### config.mk
export PLATFORM = sky130hd
export DESIGN_NAME = tc16_timer
export DESIGN_NICKNAME = d
export VERILOG_FILES = /design/src/tc16_pkg.sv /design/src/tc16_edge_sync.sv /design/src/tc16_timer.sv
export SDC_FILE = /design/constraint.sdc
export NUM_CORES = 1
export LEC_CHECK = 0
export BUFFER_PORTS_ARGS = -buffer_cell sky130_fd_sc_hd__buf_2
export CAP_MARGIN = 20
export CORE_MARGIN = 4
export CORE_UTILIZATION = 39
export CTS_BUF_LIST = sky130_fd_sc_hd__clkbuf_8
export CTS_CLUSTER_DIAMETER = 120
export DETAILED_ROUTE_END_ITERATION = 8
export REMOVE_ABC_BUFFERS = 1
export SYNTH_ARGS = -nofsm -noshare
export SYNTH_HDL_FRONTEND = slang
export SYNTH_SLANG_ARGS = --single-unit
### constraint.sdc
create_clock -name hclk -period 5.82 [get_ports hclk]
set_clock_uncertainty 0.15 [all_clocks]
set_input_delay 0.291 -clock hclk [delete_from_list [all_inputs] [get_ports hclk]]
set_output_delay 0.291 -clock hclk [all_outputs]
set_load 0.1 [all_outputs]
### src/tc16_pkg.sv
// constants, field layout and carrier types of the sixteen-bit timer/counter
// Operation
// - source select clear counts every cycle outside sleep, set counts rising external/crystal edges
// - crystal enable forces both oscillator pins to inputs, ignoring direction bits
// - crystal oscillator keeps running during sleep once enabled
// - sixteen-bit count runs from zero to all ones then wraps to zero
// - wrap latches overflow flag; request raised only when enable bit set
// - special event trigger in compare mode 1011 clears count, starts conversion
// - trigger clear never sets the overflow flag
// - trigger clears count only in timer or synchronised counter mode
// - software count write wins over a trigger in the same cycle
// - wide mode: high address selects buffer, low read snapshots high byte
// - wide mode: high writes go to buffer, low write loads both bytes
// - low byte writes clear the prescaler, high buffer writes do not
// - count bytes unknown at power-on, kept across other resets
// - prescale codes 00..11 divide count clock by 1, 2, 4, 8
// - counting only while run bit set; clearing halts and keeps count
package tc16_pkg;

  // byte addresses of the register words
  localparam logic [7:0] OFS_COUNT_LOW   = 8'h00;
  localparam logic [7:0] OFS_COUNT_HIGH  = 8'h04;
  localparam logic [7:0] OFS_CONTROL     = 8'h08;
  localparam logic [7:0] OFS_IRQ_FLAGS   = 8'h0C;
  localparam logic [7:0] OFS_IRQ_ENABLES = 8'h10;
  localparam logic [7:0] OFS_IRQ_PRIOS   = 8'h14;

  // bit positions in the interrupt registers
  localparam int OVERFLOW_BIT = 0;

  // reset values
  localparam logic [7:0] CONTROL_RST     = 8'h00;
  localparam logic [7:0] IRQ_FLAGS_RST   = 8'h00;
  localparam logic [7:0] IRQ_ENABLES_RST = 8'h00;
  localparam logic [7:0] IRQ_PRIOS_RST   = 8'h00;
  localparam logic [7:0] HIGH_BUF_RST    = 8'h00;

  // compare mode that produces the special event trigger
  localparam logic [3:0] CMP_SPECIAL_EVENT = 4'hB;

  // prescale codes
  localparam logic [1:0] PRE_DIV1 = 2'h0;
  localparam logic [1:0] PRE_DIV2 = 2'h1;
  localparam logic [1:0] PRE_DIV4 = 2'h2;
  localparam logic [1:0] PRE_DIV8 = 2'h3;

  // timer_control layout, bit 7 first
  typedef struct packed {
    logic       wide_access_mode;
    logic       unused6;
    logic [1:0] prescale_select;
    logic       crystal_osc_enable;
    logic       ext_sync_select;
    logic       clock_source_select;
    logic       timer_run;
  } tc16_ctrl_s;

  // compare unit side of the block
  typedef struct packed {
    logic [3:0] compare_mode_select;
    logic       trigger;
    logic       adc_enable;
  } tc16_cmp_s;

endpackage : tc16_pkg

### src/tc16_edge_sync.sv
// rising edge finder for one pin, synchronised and direct paths
`timescale 1ns/100ps
`default_nettype none
module tc16_edge_sync #(
  parameter int STAGES = 2
) (
  // clock and reset
  input  wire logic hclk,
  input  wire logic hresetn,
  // pin level
  input  wire logic pin,
  // edge pulses
  output logic      rise_sync,
  output logic      rise_direct
);

  initial begin
    if (STAGES < 2) begin
      $error("tc16_edge_sync needs at least two stages");
    end
  end

  logic [STAGES:0] sync_reg;
  logic            direct_reg;

  always_ff @(posedge hclk or negedge hresetn) begin
    if (!hresetn) begin
      sync_reg <= '0;
    end else begin
      sync_reg <= {sync_reg[STAGES-1:0], pin};
    end
  end

  always_ff @(posedge hclk or negedge hresetn) begin
    if (!hresetn) begin
      direct_reg <= 1'b0;
    end else begin
      direct_reg <= pin;
    end
  end

  // only the last two stages feed the edge compare
  assign rise_sync   = sync_reg[STAGES-1] & ~sync_reg[STAGES];
  assign rise_direct = pin & ~direct_reg;

endmodule : tc16_edge_sync
`default_nettype wire

### src/tc16_timer.sv
// sixteen-bit timer/counter with AHB-Lite register slave
`timescale 1ns/100ps
`default_nettype none
module tc16_timer #(
  parameter int COUNT_W = 16
) (
  // clock and reset
  input  wire logic              hclk,
  input  wire logic              hresetn,
  // AHB-Lite slave
  input  wire logic              hsel,
  input  wire logic [31:0]       haddr,
  input  wire logic [1:0]        htrans,
  input  wire logic              hwrite,
  input  wire logic [2:0]        hsize,
  input  wire logic [31:0]       hwdata,
  input  wire logic              hready,
  output logic [31:0]            hrdata,
  output logic                   hreadyout,
  output logic                   hresp,
  // pins and port direction
  input  wire logic              ext_clock_pin,
  input  wire logic              osc_in_pin,
  input  wire logic [1:0]        port_direction_reg,
  output logic [1:0]             pin_is_input,
  output logic                   osc_running,
  // device state
  input  wire logic              sleep_mode,
  // compare unit
  input  wire tc16_pkg::tc16_cmp_s cmp,
  output logic                   adc_start,
  // interrupt request and priority
  output logic                   overflow_irq,
  output logic                   overflow_irq_high
);
  import tc16_pkg::*;

  initial begin
    if (COUNT_W != 16) begin
      $error("tc16_timer supports only a sixteen-bit count");
    end
  end

  // registers
  tc16_ctrl_s  ctrl_reg;
  logic [7:0]  flags_reg;
  logic [7:0]  enables_reg;
  logic [7:0]  prios_reg;
  logic [15:0] count_reg;
  logic [15:0] count_next;
  logic [7:0]  high_buf_reg;
  logic [2:0]  pre_reg;
  logic [2:0]  pre_next;

  // bus pipeline
  logic        dp_write_reg;
  logic [7:0]  dp_addr_reg;
  logic        addr_phase;
  logic        rd_phase;
  logic [31:0] rd_value;

  // events
  logic        src_edge;
  logic        src_tick;
  logic        pre_tick;
  logic        wrap;
  logic        trig_ok;
  logic        wr_low;
  logic        wr_high;
  logic        wr_ctrl;
  logic        wr_flags;
  logic        rd_low;
  logic        ext_rise_sync;
  logic        ext_rise_direct;
  logic        osc_rise_sync;
  logic        osc_rise_direct;
  logic [2:0]  pre_limit;

  // edge finders for the two external sources
  tc16_edge_sync #(
    .STAGES (2)
  ) u_ext_edge (
    .hclk        (hclk),
    .hresetn     (hresetn),
    .pin         (ext_clock_pin),
    .rise_sync   (ext_rise_sync),
    .rise_direct (ext_rise_direct)
  );

  tc16_edge_sync #(
    .STAGES (2)
  ) u_osc_edge (
    .hclk        (hclk),
    .hresetn     (hresetn),
    .pin         (osc_in_pin),
    .rise_sync   (osc_rise_sync),
    .rise_direct (osc_rise_direct)
  );

  // bus decode; only whole-word single transfers are expected
  assign addr_phase = hsel & htrans[1] & hready;
  assign rd_phase   = addr_phase & ~hwrite;
  assign hreadyout  = 1'b1;
  assign hresp      = 1'b0;

  always_ff @(posedge hclk or negedge hresetn) begin
    if (!hresetn) begin
      dp_write_reg <= 1'b0;
      dp_addr_reg  <= 8'h00;
    end else begin
      dp_write_reg <= addr_phase & hwrite;
      dp_addr_reg  <= haddr[7:0];
    end
  end

  assign wr_low   = dp_write_reg & (dp_addr_reg == OFS_COUNT_LOW);
  assign wr_high  = dp_write_reg & (dp_addr_reg == OFS_COUNT_HIGH);
  assign wr_ctrl  = dp_write_reg & (dp_addr_reg == OFS_CONTROL);
  assign wr_flags = dp_write_reg & (dp_addr_reg == OFS_IRQ_FLAGS);
  assign rd_low   = rd_phase & (haddr[7:0] == OFS_COUNT_LOW);

  // read mux, captured at the address phase edge
  always_comb begin
    rd_value = 32'h0000_0000;
    case (haddr[7:0])
      OFS_COUNT_LOW: begin
        rd_value[7:0] = count_reg[7:0];
      end
      OFS_COUNT_HIGH: begin
        rd_value[7:0] = ctrl_reg.wide_access_mode ? high_buf_reg
                                                  : count_reg[15:8];
      end
      OFS_CONTROL: begin
        rd_value[7:0] = ctrl_reg;
        rd_value[6]   = 1'b0;
      end
      OFS_IRQ_FLAGS: begin
        rd_value[7:0] = flags_reg;
      end
      OFS_IRQ_ENABLES: begin
        rd_value[7:0] = enables_reg;
      end
      OFS_IRQ_PRIOS: begin
        rd_value[7:0] = prios_reg;
      end
      default: begin
        rd_value = 32'h0000_0000;
      end
    endcase
  end

  always_ff @(posedge hclk or negedge hresetn) begin
    if (!hresetn) begin
      hrdata <= 32'h0000_0000;
    end else if (rd_phase) begin
      hrdata <= rd_value;
    end
  end

  // control and interrupt registers
  always_ff @(posedge hclk or negedge hresetn) begin
    if (!hresetn) begin
      ctrl_reg <= CONTROL_RST;
    end else if (wr_ctrl) begin
      ctrl_reg        <= hwdata[7:0];
      ctrl_reg.unused6 <= 1'b0;
    end
  end

  always_ff @(posedge hclk or negedge hresetn) begin
    if (!hresetn) begin
      enables_reg <= IRQ_ENABLES_RST;
      prios_reg   <= IRQ_PRIOS_RST;
    end else begin
      if (dp_write_reg & (dp_addr_reg == OFS_IRQ_ENABLES)) begin
        enables_reg <= hwdata[7:0];
      end
      if (dp_write_reg & (dp_addr_reg == OFS_IRQ_PRIOS)) begin
        prios_reg <= hwdata[7:0];
      end
    end
  end

  always_ff @(posedge hclk or negedge hresetn) begin
    if (!hresetn) begin
      flags_reg <= IRQ_FLAGS_RST;
    end else begin
      if (wr_flags) begin
        flags_reg <= hwdata[7:0];
      end
      if (wrap) begin
        flags_reg[OVERFLOW_BIT] <= 1'b1;
      end
    end
  end

  assign overflow_irq      = flags_reg[OVERFLOW_BIT]
                           & enables_reg[OVERFLOW_BIT];
  assign overflow_irq_high = prios_reg[OVERFLOW_BIT];

  assign pin_is_input = ctrl_reg.crystal_osc_enable ? 2'h3
                                                    : port_direction_reg;
  assign osc_running  = ctrl_reg.crystal_osc_enable;

  // count source selection
  always_comb begin
    src_edge = 1'b0;
    if (ctrl_reg.crystal_osc_enable) begin
      src_edge = ctrl_reg.ext_sync_select ? osc_rise_direct
                                          : osc_rise_sync;
    end else begin
      src_edge = ctrl_reg.ext_sync_select ? ext_rise_direct
                                          : ext_rise_sync;
    end
  end

  // instruction cycle or edge
  // the instruction clock stops in sleep; only edges keep counting
  assign src_tick = ctrl_reg.clock_source_select ? src_edge : ~sleep_mode;

  // divide by 1, 2, 4, 8
  always_comb begin
    case (ctrl_reg.prescale_select)
      PRE_DIV1: pre_limit = 3'h0;
      PRE_DIV2: pre_limit = 3'h1;
      PRE_DIV4: pre_limit = 3'h3;
      PRE_DIV8: pre_limit = 3'h7;
      default:  pre_limit = 3'h0;
    endcase
  end

  assign pre_tick = ctrl_reg.timer_run & src_tick & (pre_reg >= pre_limit);

  always_comb begin
    pre_next = pre_reg;
    if (ctrl_reg.timer_run & src_tick) begin
      pre_next = (pre_reg >= pre_limit) ? 3'h0 : pre_reg + 3'h1;
    end
    if (wr_low) begin
      pre_next = 3'h0;
    end
  end

  always_ff @(posedge hclk or negedge hresetn) begin
    if (!hresetn) begin
      pre_reg <= 3'h0;
    end else begin
      pre_reg <= pre_next;
    end
  end

  // trigger ignored in direct external mode
  assign trig_ok = cmp.trigger
                 & (cmp.compare_mode_select == CMP_SPECIAL_EVENT)
                 & ~(ctrl_reg.clock_source_select
                     & ctrl_reg.ext_sync_select);

  always_ff @(posedge hclk or negedge hresetn) begin
    if (!hresetn) begin
      adc_start <= 1'b0;
    end else begin
      adc_start <= cmp.trigger & cmp.adc_enable
                 & (cmp.compare_mode_select == CMP_SPECIAL_EVENT);
    end
  end

  // wrap from all ones; trigger clear excluded
  assign wrap = pre_tick & (count_reg == 16'hFFFF) & ~trig_ok
              & ~wr_low & ~wr_high;

  always_comb begin
    count_next = count_reg;
    if (pre_tick) begin
      count_next = count_reg + 16'h0001;
    end
    if (trig_ok) begin
      count_next = 16'h0000;
    end
    if (wr_high & ~ctrl_reg.wide_access_mode) begin
      count_next = {hwdata[7:0], count_reg[7:0]};
    end
    if (wr_low) begin
      count_next = ctrl_reg.wide_access_mode ? {high_buf_reg, hwdata[7:0]}
                                             : {count_reg[15:8], hwdata[7:0]};
    end
  end

  // no reset: count survives resets, unknown at power-on
  always_ff @(posedge hclk) begin
    count_reg <= count_next;
  end

  always_ff @(posedge hclk or negedge hresetn) begin
    if (!hresetn) begin
      high_buf_reg <= HIGH_BUF_RST;
    end else if (wr_high & ctrl_reg.wide_access_mode) begin
      high_buf_reg <= hwdata[7:0];
    end else if (rd_low & ctrl_reg.wide_access_mode) begin
      high_buf_reg <= count_reg[15:8];
    end
  end

endmodule : tc16_timer
`default_nettype wire

## Word-level counts from Yosys, hierarchy flattened

Cells that the tools add are included.
W data, S select, Z words.

| operators by class | value |
|---|---|
| $add $sub $neg | 2 |
| multiply operators | 0 |
| reductions and logical operators | 10 |
| equality and inequality tests | 17 |
| divide/modulo/power cells | 0 |
| shift-type cells | 0 |
| multiplexer cells | 20 |
| order comparisons | 1 |
| bitwise gates (word level) | 41 |

Operator list:

| operator | count |
|---|---|
| $mux W16 | 5 |
| $pmux W8 S6 | 1 |
| $eq A8 B4 Y1 const B | 4 |
| $eq A8 B5 Y1 const B | 4 |
| $and A1 B1 Y1 | 30 |
| $mux W8 | 3 |
| $add A16 B1 Y16 const B | 1 |
| $eq A16 B16 Y1 const B | 1 |
| $eq A8 B3 Y1 const B | 2 |
| $logic_not A8 Y1 | 2 |
| $pmux W3 S4 | 1 |
| $not A1 Y1 | 11 |
| $mux W3 | 3 |
| $mux W1 | 6 |
| $reduce_bool A2 Y1 | 3 |
| $eq A2 B2 Y1 const B | 2 |
| $eq A4 B4 Y1 const B | 1 |
| $ne A2 B2 Y1 const B | 2 |
| $reduce_and A2 Y1 | 2 |
| $reduce_bool A4 Y1 | 1 |
| $add A3 B1 Y3 const B | 1 |
| $ge A3 B3 Y1 | 1 |
| $reduce_bool A3 Y1 | 1 |
| $eq A2 B1 Y1 const B | 1 |
| 2 further kinds | 2 |

| word-level totals | value |
|---|---|
| bits in latches | 0 |
| input bits | 85 |
| word-level logic and storage cells | 113 |
| memory bits (writable) | 0 |
| memory bits (read-only) | 0 |
| register bits | 84 |
| memories kept | 0 |
| output and inout bits | 40 |

## Logic depth before layout (Yosys ltp)

| logic depth | value |
|---|---|
| depth after elaboration | 12 |
| depth in mapped cells | 7 |
| gate-level depth less buffers | 7 |

## Cells and area by module

Synthesis repeated with hierarchy kept, for this count alone.

| second synthesis, totals | value |
|---|---|
| cell total of the unflattened synthesis | 410 |
| area total of the unflattened synthesis | 4479.3 um^2 |

By module, submodules not included:

| module | instances | cells each | area an instance (um^2) |
|---|---|---|---|
| tc16_timer | 1 | 400 | 4274.1 |
| tc16_edge_sync | 2 | 5 | 102.6 |

## Least setup slack after synthesis

No wires, ideal clock.

| timing | value |
|---|---|
| kind | register to register |
| start | reg ctrl_reg (netlist bit osc_running) |
| end | reg count_reg[0], enable pin |
| required time | 5.286 ns |
| arrival time | 2.408 ns |
| path buffers | 0 |
| setup time | 0.384 ns |
| cell stages (with the launch flop) | 6 |
| path slack | 2.878 ns |
| period minus slack after synthesis | 2.942 ns |
| path through | dfrtp_1 > nor4b_1 > nor2_1 > a31oi_1 > a21oi_1 > o21ai_0 |

| on the way | value |
|---|---|
| cells in the longest elaborated chain, start to end | 6 |

Ends and longest elaborated chain:

| what | line | source |
|---|---|---|
| start, declared | tc16_timer.sv:45 | `tc16_ctrl_s ctrl_reg;` |
| start signal, assigned | tc16_timer.sv:165 | `ctrl_reg <= hwdata[7:0];` |
| $mux W1 | tc16_timer.sv:208 | `if (ctrl_reg.crystal_osc_enable) begin` |
| $mux W1 | tc16_timer.sv:219 | `assign src_tick = ctrl_reg.clock_source_select ? src_edge : ~sleep_mode;` |
| $and A1 B1 Y1 (2 in series) | tc16_timer.sv:232 | `assign pre_tick = ctrl_reg.timer_run & src_tick & (pre_reg >= pre_limit);` |
| $reduce_bool A3 Y1 (no line) | -- |  |
| $reduce_and A2 Y1 (no line) | -- |  |
| end signal, assigned | tc16_timer.sv:290 | `count_reg <= count_next;` |
| end, declared | tc16_timer.sv:49 | `logic [15:0] count_reg;` |

Every way passes these cells.
A chain may end at the register's enable or synchronous reset.

## Final worst setup path

| timing | value |
|---|---|
| start | reg dp_addr_reg[3] |
| end | reg count_reg[9], enable pin |

| on the way | value |
|---|---|
| cells in the longest elaborated chain, start to end | 5 |
| elaborated cells on any way between the ends | 8 |
| those cells by class | 2 x eq/ne; 3 x bitwise; 3 x reduce/logical |

Ends and longest elaborated chain:

| what | line | source |
|---|---|---|
| start, declared | tc16_timer.sv:57 | `logic [7:0] dp_addr_reg;` |
| start signal, assigned | tc16_timer.sv:112 | `dp_addr_reg <= haddr[7:0];` |
| $eq A8 B3 Y1 | tc16_timer.sv:117 | `assign wr_high = dp_write_reg & (dp_addr_reg == OFS_COUNT_HIGH);` |
| $and A1 B1 Y1 | tc16_timer.sv:117 |  |
| $and A1 B1 Y1 | tc16_timer.sv:279 | `if (wr_high & ~ctrl_reg.wide_access_mode) begin` |
| $reduce_bool A4 Y1 (no line) | -- |  |
| $reduce_and A2 Y1 (no line) * | -- |  |

Mark *: on every way between the ends. The rest lies on a longest branch, timed or not.

==> results.sh <==
export IMPL_holdWs_ps=16.5
export IMPL_maxCapViolCount=0
export IMPL_synth_seq_cells=82
export IMPL_largest_reg_flops=16
export IMPL_wl_per_cell_um=18.5
export IMPL_synth_edf_count=16
export IMPL_syn2layout_area_growth_pct=13.3
export IMPL_synth_yosys_seq_area_share=0.482
export IMPL_fin_area_mm2=0.00501
export IMPL_grt_total_usage=0.175
export IMPL_cts_root_buf="clkbuf_8"
export IMPL_hold_viol_final=0
export IMPL_synth_top_cells_by_count="dfrtp_1, mux2_2, buf_4"
export IMPL_arrival_ps=2950
export IMPL_core_region_area_mm2=0.0110
export IMPL_cp_max_fo=16
export IMPL_max_stage_delay_ps=710
export IMPL_yosysMostFrequentCell="dfrtp_1"
export IMPL_die_w_um=115
export IMPL_fmax_mhz=321
export IMPL_yosysTopAreaCell="dfrtp_1"
export IMPL_insertion_delay_ps=360
export IMPL_portBuffers=46
export IMPL_cts_setup_buffers=0
export IMPL_netlist_instances=394
export IMPL_r2r_end="count_reg[9]"
export IMPL_worstMarginPinSlew_ps=1010
export IMPL_num_antenna_cells=0
export IMPL_htreeDepth=3
export IMPL_tns_ps=0
export IMPL_finalPower_mw=1.31
export IMPL_cp_required_ps=5660
export IMPL_viasPerCell=5.47
export IMPL_dieHeight_um=115
export IMPL_grt_max_degree=67
export IMPL_startpoint_type="register"
export IMPL_regArea_mm2=0.00213
export IMPL_rrSetupSlack_ps=2700
export IMPL_critPathLaunch="dp_addr_reg[3]"
export IMPL_p_leak_nw=2.21
export IMPL_rows=38
export IMPL_cts_max_path_buffers=2
export IMPL_synth_top_area_share=0.373
export IMPL_timing_final_crit_share=0.535
export IMPL_drc=0
export IMPL_end_kind="register"
export IMPL_crit_path_cell_trace="or4b_4 -> nor2_1 -> a21o_1 -> inv_1 -> a21oi_1"
export IMPL_cts_tree="built"
export IMPL_ios=125
export IMPL_rsz0062_at_grt="no"
export IMPL_grt_pass1_wl_mm=17.7
export IMPL_fin_crit_ps=3120
export IMPL_dr_pass1_iters=4
export IMPL_first_global_vias=3310
export IMPL_slew_violations=0
export IMPL_placed_area_mm2=0.00465
export IMPL_ys_async_sr_fraction=0.805
export IMPL_cts_num_sinks=82
export IMPL_synth_distinct_cells=55
export IMPL_drtAntennaViolNets=0
export IMPL_nets=539
export IMPL_hold_path_class="in -> reg"
export IMPL_drive_gt1_frac=0.262
export IMPL_place_congestion=0.826
export IMPL_ys_flop_type="dfrtp_1"
export IMPL_initial_core_util=0.403
export IMPL_power_density_mw_per_mm2=261
export IMPL_ys_top_cells_by_area="dfrtp_1, edfxtp_1, mux2_2, buf_4, o21ai_0"
export IMPL_critical_path_slowest_cell="a21oi_1"
export IMPL_nFillCells=999
export IMPL_multi_input_area_mm2=0.00208
export IMPL_num_vias=3251
export IMPL_clk_pin_slew_worst_paths_ps=80
export IMPL_wirelength_mm=11.0
export IMPL_crit_type="reg -> reg"
export IMPL_syn_avg_cell_area_um2=11.2
export IMPL_reg2reg_depth=5
export IMPL_relSlewSlack=0.323
export IMPL_peakVddDrop_v=0.000171
export IMPL_grt_antenna_before_repair=0
export IMPL_synth_area_mm2=0.00442
export IMPL_timing_rr_start="dp_addr_reg[3]"
export IMPL_status="complete, no violations"
export IMPL_finalSetupViolations=0
export IMPL_synth_warnings=0
export IMPL_overflow=0
export IMPL_cts_repair_resized=0
export IMPL_endpoint="count_reg[9]"
export IMPL_dpl_hpwl_mm=7.76
export IMPL_numCtsBuffers=9
export IMPL_drt_iter0_markers=192
export IMPL_fp_dieArea_mm2=0.0131
-- cell families (layout without fill, tap and decap cells) --
logic type	after synthesis	count (layout)	share of synthesized area
AND/OR/NAND/NOR	111	111	0.156
AO/OA/AOI/OAI	87	87	0.136
flip-flops	82	82	0.482
buffers and inverters	47	83	0.0684
multiplexers	46	46	0.115
XOR/XNOR	14	14	0.0277
adder cells (fa/ha/maj)	5	5	0.0141
other	2	26	0.00170
-- critical path, delay by kind of cell (launching register included) --
kind,cells,cell delay [ps]
compound gates,2,1200
simple gates,2,800
flops,1,450
buf+inv,1,140
-- what timing repair did --
| action | 4_1_cts | 5_1_grt |
|---|---|---|
| hold buffers | 12 | 0 |
| endpoints found under the hold margin | 63 | 0 |
| endpoints found under the setup margin | 0 | 0 |
-- worst min path at each step --
stage,depth (start not counted),startpoint,endpoint
detailed placement,0,u_osc_edge.sync_reg[0],u_osc_edge.sync_reg[1]
global route,2,cmp[0],adc_start
CTS,2,cmp[0],adc_start
global placement,0,u_ext_edge.sync_reg[1],u_ext_edge.sync_reg[2]
finish,2,cmp[0],adc_start
floorplan,0,hresetn,adc_start
-- metrics by stage --
stage / worst slack [ps] / std cells / utilization
floorplan: 2880 / 378 / -
finish: 2700 / 594 / 0.456
CTS: 2690 / 593 / 0.456
global placement: 2780 / 565 / 0.423
detailed placement: 2710 / 565 / 0.423
global route: 2610 / 594 / 0.456
-- placed cells by master, fill, tap and decap left out, types with 3 or more instances in the layout --
cell type,instances
nand3_1,9
nor2_1,19
inv_1,7
and3_1,5
nand2_1,22
nor3b_1,3
dfrtp_1,66
conb_1,26
dlygate4sd3_1,12
a21o_1,9
a22o_1,9
xnor2_1,9
ha_1,5
o221ai_1,4
edfxtp_1,16
or2_2,5
xor2_1,5
a221oi_1,5
buf_2,46
mux2i_1,8
a22oi_1,9
a21oi_1,15
nand4_1,4
o22ai_1,9
mux2_2,38
nor2b_1,11
clkbuf_8,11
a32oi_1,3
nor3_1,10
o21ai_0,17
-- power breakdown --
group	internal, mW	leakage (nW)	total (mW)	switching (mW)
Sequential	0.603	0.980	0.618	0.0153
Combinational	0.0399	1.11	0.205	0.165
Clock	0.268	0.120	0.483	0.215
-- routing by layer --
layer	global-route usage	vias up	share of wire
met5	0	-	0
met4	0.0839	0	0.033
met3	0.0259	24	0.078
met2	0.275	135	0.47
met1	0.238	1568	0.42
li1	-	1524	-
-- final cells by class --
class	instances	share of cell area
clock buffer	11	0.0302
tap	140	0.0350
timing repair buffer	60	0.0724
clock inverter	5	0.0167
inverter	7	0.00524
multi-input combinational	289	0.415
sequential	82	0.425
Note: power is estimated with default switching activity, not from simulation.
